--- config.mk ---
export PLATFORM = sky130hd
export DESIGN_NAME = cdb_exec
export DESIGN_NICKNAME = d
export VERILOG_FILES = /design/src/design/cdb_alu.sv /design/src/design/cdb_exec.sv
export SDC_FILE = /design/constraint.sdc
export NUM_CORES = 1
export LEC_CHECK = 0
export BUFFER_PORTS_ARGS = -buffer_cell sky130_fd_sc_hd__buf_2
export CAP_MARGIN = 10
export CORE_MARGIN = 2
export CORE_UTILIZATION = 57
export DETAILED_ROUTE_END_ITERATION = 16
export PLACE_DENSITY_LB_ADDON = 0.05
export SKIP_LAST_GASP = 1
export SYNTH_ARGS = -nofsm -noshare
export SYNTH_HDL_FRONTEND = slang
export SYNTH_SLANG_ARGS = --single-unit
export TNS_END_PERCENT = 10
--- constraint.sdc ---
create_clock -name CLK -period 3.2 [get_ports CLK]
set_input_delay 0 -clock CLK [delete_from_list [all_inputs] [get_ports CLK]]
set_output_delay 0 -clock CLK [all_outputs]
set_load 0.1 [all_outputs]
--- src/design/cdb_alu.sv ---
// Purpose: shared constants and types, plus the small datapath unit that
//          computes the complement or the decrement of a file register.
// Assumes: one instruction-cycle clock; the operand is already selected.
// Notes:   the zero test is taken here so the core reads a single flag.
// How it works
// - complement file register, update zero flag
// - decrement file register into chosen destination
// - decrement and skip leaves status unchanged
// - skip only when decremented result is zero
// - skip discards fetched instruction, two cycles
// - branch literal loads program counter low bits
// - status page bits fill counter high bits
// - branch takes two cycles, flags untouched
`timescale 1ns/1ps

package cdb_pkg;
  localparam int DATA_W = 8;            // data path width
  localparam int INSTR_W = 12;          // instruction word width
  localparam int PC_W = 11;             // program counter width
  localparam int NREG = 32;             // file registers reachable
  localparam int ADDR_W = 5;            // file register select width
  localparam int LIT_W = 9;             // branch literal width
  localparam int OPC_HI = 11;           // top of the opcode field
  localparam int OPC6_LO = 6;           // low end of register-op opcode
  localparam int OPC3_LO = 9;           // low end of branch opcode
  localparam int DEST_BIT = 5;          // destination select bit
  localparam int STAT_Z = 2;            // zero flag position
  localparam int STAT_PG_HI = 6;        // upper page bit in status
  localparam int STAT_PG_LO = 5;        // lower page bit in status
  localparam logic [5:0] PAT_COMP = 6'h09;     // 0010 01
  localparam logic [5:0] PAT_DEC = 6'h03;      // 0000 11
  localparam logic [5:0] PAT_DEC_SKIP = 6'h0B; // 0010 11
  localparam logic [2:0] PAT_JUMP = 3'h5;      // 101
  localparam logic [7:0] STATUS_RST = 8'h00;   // status after reset
  localparam logic [7:0] W_RST = 8'h00;        // working register after reset
  localparam logic [7:0] FILE_RST = 8'h00;     // file registers after reset
  localparam logic [10:0] PC_RST = 11'h000;    // program counter after reset
  localparam logic [10:0] PC_STEP = 11'h001;   // sequential advance
  localparam logic [7:0] ONE = 8'h01;          // decrement step

  // operations this block executes; everything else runs as no_operation
  typedef enum logic [2:0] {
    OP_NONE,
    OP_COMP,
    OP_DEC,
    OP_DEC_SKIP,
    OP_JUMP
  } cdb_op_t;

  // decoded instruction fields travel together
  typedef struct packed {
    cdb_op_t op;
    logic to_file;
    logic [4:0] addr;
    logic [8:0] lit;
  } cdb_dec_t;
endpackage

////////////////////////////////////////////////////////////////////////////////
// complement or decrement of one operand
module cdb_alu (
  input wire cdb_pkg::cdb_op_t op,
  input wire logic [7:0] operand,
  output logic [7:0] result,
  output logic zero
);
  // complement for that op, decrement for both decrement flavours
  assign result = (op == cdb_pkg::OP_COMP) ? ~operand : operand - cdb_pkg::ONE;
  // zero test on the result, not on the operand
  assign zero = (result == 8'h00);
endmodule

--- src/design/cdb_exec.sv ---
// Purpose: decode and execute complement, decrement, decrement-skip and jump.
// Assumes: INSTR is the instruction fetched at PC, same clock, one per cycle.
// Notes:   other opcodes execute as no_operation; a load port stands in for
//          the instructions that are not part of this block.
`timescale 1ns/1ps

module cdb_exec (
  input wire logic CLK,
  input wire logic RST_B,
  input wire logic [11:0] INSTR,
  input wire logic LOAD_EN,
  input wire logic [4:0] LOAD_ADDR,
  input wire logic [7:0] LOAD_DATA,
  input wire logic PAGE_WR,
  input wire logic [1:0] PAGE_DATA,
  input wire logic [4:0] RD_ADDR,
  output logic [10:0] PC,
  output logic [7:0] W,
  output logic [7:0] STATUS,
  output logic FLUSH,
  output logic [7:0] RD_DATA
);

  //////////////////////////////////////////////////////////////////////////////
  // state
  logic [7:0] regs_q [cdb_pkg::NREG];   // file registers
  logic [7:0] w_q;                      // working register
  logic [7:0] status_q;                 // status: zero flag and page bits
  logic [10:0] pc_q;                    // program counter
  logic flush_q;                        // current fetched word is discarded
  logic [7:0] rd_q;                     // registered read port

  //////////////////////////////////////////////////////////////////////////////
  // decode
  wire [5:0] opc6 = INSTR[cdb_pkg::OPC_HI:cdb_pkg::OPC6_LO];
  wire [2:0] opc3 = INSTR[cdb_pkg::OPC_HI:cdb_pkg::OPC3_LO];
  wire is_comp = (opc6 == cdb_pkg::PAT_COMP);
  wire is_dec = (opc6 == cdb_pkg::PAT_DEC);
  wire is_dec_skip = (opc6 == cdb_pkg::PAT_DEC_SKIP);
  wire is_jump = (opc3 == cdb_pkg::PAT_JUMP);
  cdb_pkg::cdb_dec_t dec;
  cdb_pkg::cdb_op_t raw_op;
  cdb_pkg::cdb_op_t op_eff;             // operation after the discard mask

  // priority order is harmless: the patterns never overlap
  assign raw_op = is_comp ? cdb_pkg::OP_COMP :
                  is_dec ? cdb_pkg::OP_DEC :
                  is_dec_skip ? cdb_pkg::OP_DEC_SKIP :
                  is_jump ? cdb_pkg::OP_JUMP : cdb_pkg::OP_NONE;
  // a flushed word becomes no_operation whatever it holds
  assign op_eff = flush_q ? cdb_pkg::OP_NONE : raw_op;
  // one driver for the whole record, so no field has two sources
  assign dec = '{op: op_eff,
                 to_file: INSTR[cdb_pkg::DEST_BIT],
                 addr: INSTR[cdb_pkg::ADDR_W-1:0],
                 lit: INSTR[cdb_pkg::LIT_W-1:0]};

  //////////////////////////////////////////////////////////////////////////////
  // datapath
  wire [7:0] operand = regs_q[dec.addr];  // all 32 addresses are real
  logic [7:0] alu_res;
  logic alu_zero;

  cdb_alu u_alu (
    .op(dec.op),
    .operand(operand),
    .result(alu_res),
    .zero(alu_zero)
  );

  wire arith = (dec.op == cdb_pkg::OP_COMP) || (dec.op == cdb_pkg::OP_DEC) ||
               (dec.op == cdb_pkg::OP_DEC_SKIP);
  wire wr_file = arith && dec.to_file;
  wire wr_w = arith && !dec.to_file;
  // decrement-skip is deliberately absent: it touches no flag
  wire z_upd = (dec.op == cdb_pkg::OP_COMP) || (dec.op == cdb_pkg::OP_DEC);
  wire skip = (dec.op == cdb_pkg::OP_DEC_SKIP) && alu_zero;
  wire take_jump = (dec.op == cdb_pkg::OP_JUMP);
  wire [10:0] jump_pc = {status_q[cdb_pkg::STAT_PG_HI:cdb_pkg::STAT_PG_LO],
                         dec.lit};

  // next values
  wire [10:0] pc_d = take_jump ? jump_pc : pc_q + cdb_pkg::PC_STEP;
  wire flush_d = skip || take_jump;  // the fetched word is wrong in both cases
  wire [7:0] w_d = wr_w ? alu_res : w_q;
  wire [1:0] page_d = PAGE_WR ? PAGE_DATA :
                      status_q[cdb_pkg::STAT_PG_HI:cdb_pkg::STAT_PG_LO];
  wire z_d = z_upd ? alu_zero : status_q[cdb_pkg::STAT_Z];
  logic [7:0] status_d;

  // only the page bits and zero flag move here; other bits keep their value
  always_comb
  begin
    status_d = status_q;
    status_d[cdb_pkg::STAT_PG_HI:cdb_pkg::STAT_PG_LO] = page_d;
    status_d[cdb_pkg::STAT_Z] = z_d;
  end

  //////////////////////////////////////////////////////////////////////////////
  // file registers: the executing instruction wins over the load port,
  // because it reflects program order; the load is then lost
  genvar gi;
  generate
    for (gi = 0; gi < cdb_pkg::NREG; gi++)
    begin : g_reg
      wire hit_ins = wr_file && (dec.addr == 5'(gi));
      wire hit_load = LOAD_EN && (LOAD_ADDR == 5'(gi));
      wire [7:0] reg_d = hit_ins ? alu_res : hit_load ? LOAD_DATA : regs_q[gi];

      // one flop per entry
      always_ff @(posedge CLK or negedge RST_B)
      begin
        if (!RST_B)
          regs_q[gi] <= cdb_pkg::FILE_RST;
        else
          regs_q[gi] <= reg_d;
      end
    end
  endgenerate

  //////////////////////////////////////////////////////////////////////////////
  // core registers
  always_ff @(posedge CLK or negedge RST_B)
  begin
    if (!RST_B)
    begin
      w_q <= cdb_pkg::W_RST;
      status_q <= cdb_pkg::STATUS_RST;
      pc_q <= cdb_pkg::PC_RST;
      flush_q <= 1'b0;
      rd_q <= cdb_pkg::FILE_RST;
    end
    else
    begin
      w_q <= w_d;
      status_q <= status_d;
      pc_q <= pc_d;
      flush_q <= flush_d;
      rd_q <= regs_q[RD_ADDR];
    end
  end

  // outputs straight from flops
  assign PC = pc_q;
  assign W = w_q;
  assign STATUS = status_q;
  assign FLUSH = flush_q;
  assign RD_DATA = rd_q;
endmodule

==> flow_summary.rst <==
.. list-table::
   :header-rows: 1

   * - Metric
     - Value
   * - Drt via density
     - around 6.8
   * - Antenna diodes
     - 0
   * - Total Die Area
     - approximately 0.033 mm²
   * - Measured slew at the worst slew-check pin
     - just over 900 ps
   * - Max rail drop VDD
     - ~0.73 mV
   * - Clock skew
     - about 19 ps
   * - Number of buffers inserted during clock tree synthesis
     - 34
   * - Data required time of the critical path
     - ~3600 ps
   * - Final hold vios
     - 0
   * - Worst-skew pair later-pin latency
     - 520 ps
   * - Overall die height
     - roughly 180 µm
   * - Vias
     - approximately 15000
   * - Dominant cells by area after synthesis
     - dfrtp_1 (40%), mux4_2 (16%), mux2i_1 (11%)
   * - Clock tree from TritonCTS
     - built
   * - Final setup slack of the worst path
     - 69.3 ps
   * - Setup violation total in the final timing report
     - 0
   * - Highest clock rate
     - ~320 MHz
   * - First-pass detailed-route iteration total
     - 5
   * - Overall Global Routing Usage
     - between 30 and 40%
   * - Detailed placer's ending HPWL
     - 41.7 mm
   * - Yosys warns
     - 0
   * - RSZ-0062 raised after global routing
     - yes
   * - CP cell instances
     - mux4_2, a22o_1, nor4_4, buf_4, a221oi_2, clkinv_1, ha_1, inv_1, o41ai_4, xor2_4, buf_12, nor2_1, a21oi_2
   * - Pin count of the biggest net entering global routing
     - 92
   * - Sequential element share of the synthesized area
     - approximately 40%
   * - Cells on Worst Hold Path
     - 4
   * - Cell family with the largest share of critical-path delay
     - compound AO/OA/AOI/OAI gates
   * - Depth of the worst register-to-register path
     - 13
   * - Count of flip-flops with a built-in enable after synthesis
     - 0
   * - CTS root buf
     - clkbuf_16
   * - Sort of element at the end of the critical path
     - register
   * - Flop and latch count out of synthesis
     - ~290
   * - Startpoint of the worst-slack reg-to-reg timing path
     - regs_q[80]
   * - Post-route clock period utilization
     - 97.8%
   * - Synth cell count leaders
     - dfrtp_1 (287), nand2_1 (204), mux2i_1 (201), nor2_1 (149), o21ai_0 (140)
   * - H-tree Lvls
     - 2
   * - Run status
     - complete, no violations
   * - Clock slew seen by the registers of the worst setup and hold paths
     - around 60 ps
   * - Distinct cells, synth
     - between 60 and 70
   * - Synthesized instance count
     - ~1700
   * - Total power consumption of the routed design
     - 13.9 mW
   * - Number of clock sinks
     - ~290
   * - Final critical delay including setup and external delays
     - around 3100 ps
   * - Share of flip-flops with an asynchronous set or reset after synthesis
     - between 90% and 100%
   * - Cell with the largest stage delay on the worst path
     - mux4_2
   * - Path class of the lowest-slack min-delay path
     - primary input to register
   * - Via count of the first global-routing pass
     - between 10000 and 15000
   * - Area of the mapped netlist
     - roughly 0.018 mm²
   * - Final setup TNS
     - 0 ps
   * - Sum of routed wire length over all layers
     - 61.0 mm
   * - Worst-case setup slack after placement
     - -92.7 ps
   * - Average instance area after synthesis
     - roughly 11 µm²
   * - Worst min-delay path endpoint
     - PC[3]
   * - Cell taking the most area after synthesis
     - dfrtp_1
   * - Sum of buffers and inverters on the critical path
     - 4
   * - Most used standard cell by instance count after synthesis
     - dfrtp_1
   * - Total overflow reported by the global router
     - 0
   * - Startpoint types
     - register
   * - Max_cap viols
     - 0
   * - Worst path max stage delay
     - roughly 530 ps
   * - Global-route wire length before repair
     - between 90 and 100 mm
   * - Number of I/O pins
     - 72
   * - Count of routing violations after the opening detailed-route iteration
     - 1833
   * - Antenna Nets Post-Route
     - 0
   * - CP Class
     - register to register
   * - # port buffers
     - 66
   * - Crit path max fanout
     - 16
   * - Power density over the cells
     - roughly 680 mW/mm²
   * - End of the worst register-to-register path
     - regs_q[86]
   * - Share of layout cells above drive strength 1
     - between 20% and 30%
   * - Headroom to the max-slew limit
     - 37.9%
   * - Hold path startpoint
     - INSTR[3]
   * - Placer congestion estimate
     - around 0.97
   * - P&R area growth vs syn
     - 14.1%
   * - CTS max path bufs
     - 3
   * - Worst setup slack for register-to-register paths
     - slightly below 70 ps
   * - Initial standard-cell utilization of the core
     - 58.3%
   * - Number of filler instances in the final layout
     - around 2400
   * - Std cell rows
     - between 60 and 70
   * - Area share of the largest cell type after synthesis
     - around 40%
   * - Core footprint
     - 0.0308 mm²
   * - Primary flip-flop cell chosen by synthesis mapping
     - dfrtp_1
   * - Data arrival at the endpoint of the critical path
     - between 3000 and 4000 ps
   * - Die Span X
     - 182 µm
   * - Fin nets
     - between 1500 and 2000
   * - Wire per inst
     - 28.3 µm
   * - Final-report max-slew violation count
     - 0
   * - DRC violation count after routing
     - 0
   * - Hold WS
     - 108 ps
   * - Initial antenna violation count
     - 5
   * - Pleak
     - roughly 9 nW
==> sequential cells by signal (all words and copies together), names as in the netlist <==
register  count
FLUSH         1
W             8
regs_q      256
PC           11
STATUS        3
RD_DATA       8
==> final cells by class <==
cell class | instances | area, µm² | area share [%]
Clock buffer | 50 | 1060 | 5.20
Clock inverter | 5 | 100 | 0.488
Inverter | 5 | 18.8 | 0.0916
Multi-Input combinational cell | 1224 | 10100 | 49.5
Sequential cell | 287 | 7180 | 35.0
Tap cell | 396 | 495 | 2.42
Timing Repair Buffer | 188 | 1490 | 7.25
==> cells by family after synthesis <==
kind of cell,synth area share (%)
and+or+nand+nor,10.7
muxes,33.5
AOI/OAI and AO/OA,10.9
DFF,40.0
buffers and inverters,4.07
xor gates and xnor gates,0.773
adders and majority gates,0.139
other,0.0209
==> worst max-delay path by stage <==
| stage | endpoint | depth (start not counted) | from | slack (ps) |
|---|---|---|---|---|
| 2_1_floorplan | regs_q[198] | 13 | regs_q[0] | 60 |
| 3_3_place_gp | regs_q[230] | 13 | regs_q[80] | -80 |
| 3_5_place_dp | regs_q[142] | 13 | regs_q[72] | -90 |
| 4_1_cts | regs_q[86] | 13 | regs_q[104] | 5 |
| 5_1_grt | regs_q[102] | 13 | regs_q[80] | -40 |
| 6_report | regs_q[86] | 13 | regs_q[80] | 70 |
==> worst reg2reg max path: stages (launching register included) <==
cell	delay (ps)
dfrtp_1	390
mux4_2	530
a22o_1	270
nor4_4	260
buf_4	170
a221oi_2	40
clkinv_1	80
ha_1	160
inv_1	90
o41ai_4	350
xor2_4	310
buf_12	200
nor2_1	80
a21oi_2	130
==> metrics by stage <==
stage | utilization, % | std cells | cell area (µm²)
global route | 66.5 | 2155 | 20500
detailed placement | 62.1 | 2085 | 19100
floorplan | - | 1667 | 18000
finish | 66.5 | 2155 | 20500
global placement | 62.1 | 2085 | 19100
CTS | 66.4 | 2155 | 20500
==> layout by cell type, fill, tap and decap left out, types with 6 or more instances in the layout <==
master and count:
nor2_1 149, o21ai_1 15, a211oi_1 14, buf_2 63, xnor2_1 6, dfrtp_1 287
nand2_1 204, mux4_2 130, nor2b_1 22, buf_4 93, nand4_1 6, nand2b_1 6
a21oi_1 106, buf_12 14, dlygate4sd3_1 15, a21oi_2 14, nor3_1 13, clkbuf_16 37
o21ai_0 140, nand3_1 11, clkbuf_8 9, mux2i_1 201, mux2_2 93
==> per-layer routing <==
| layer | global-route usage (%) | wire length (µm) |
|---|---|---|
| met5 | 0 | 18 |
| met4 | 11.7 | 1960 |
| met3 | 10.2 | 7160 |
| met2 | 54.3 | 26600 |
| met1 | 55.4 | 25300 |
==> power by group <==
part           switching (mW)  internal (mW)  total, mW  leakage, nW
registers               0.715           4.44       5.16         3.65
clock network            1.56           2.53       4.09        0.576
logic                    2.86           1.81       4.67         4.78
==> what timing repair did <==
action | 4_1_cts | 5_1_grt
gates resized for setup | 2 | 3
pin swaps | 0 | 3
setup endpoints to repair | 33 | 52
hold buffers | 15 | 0
endpoints found under the hold margin | 105 | 0
buffers inserted | 0 | 0
No activity file was read; power rests on OpenSTA's default activity.
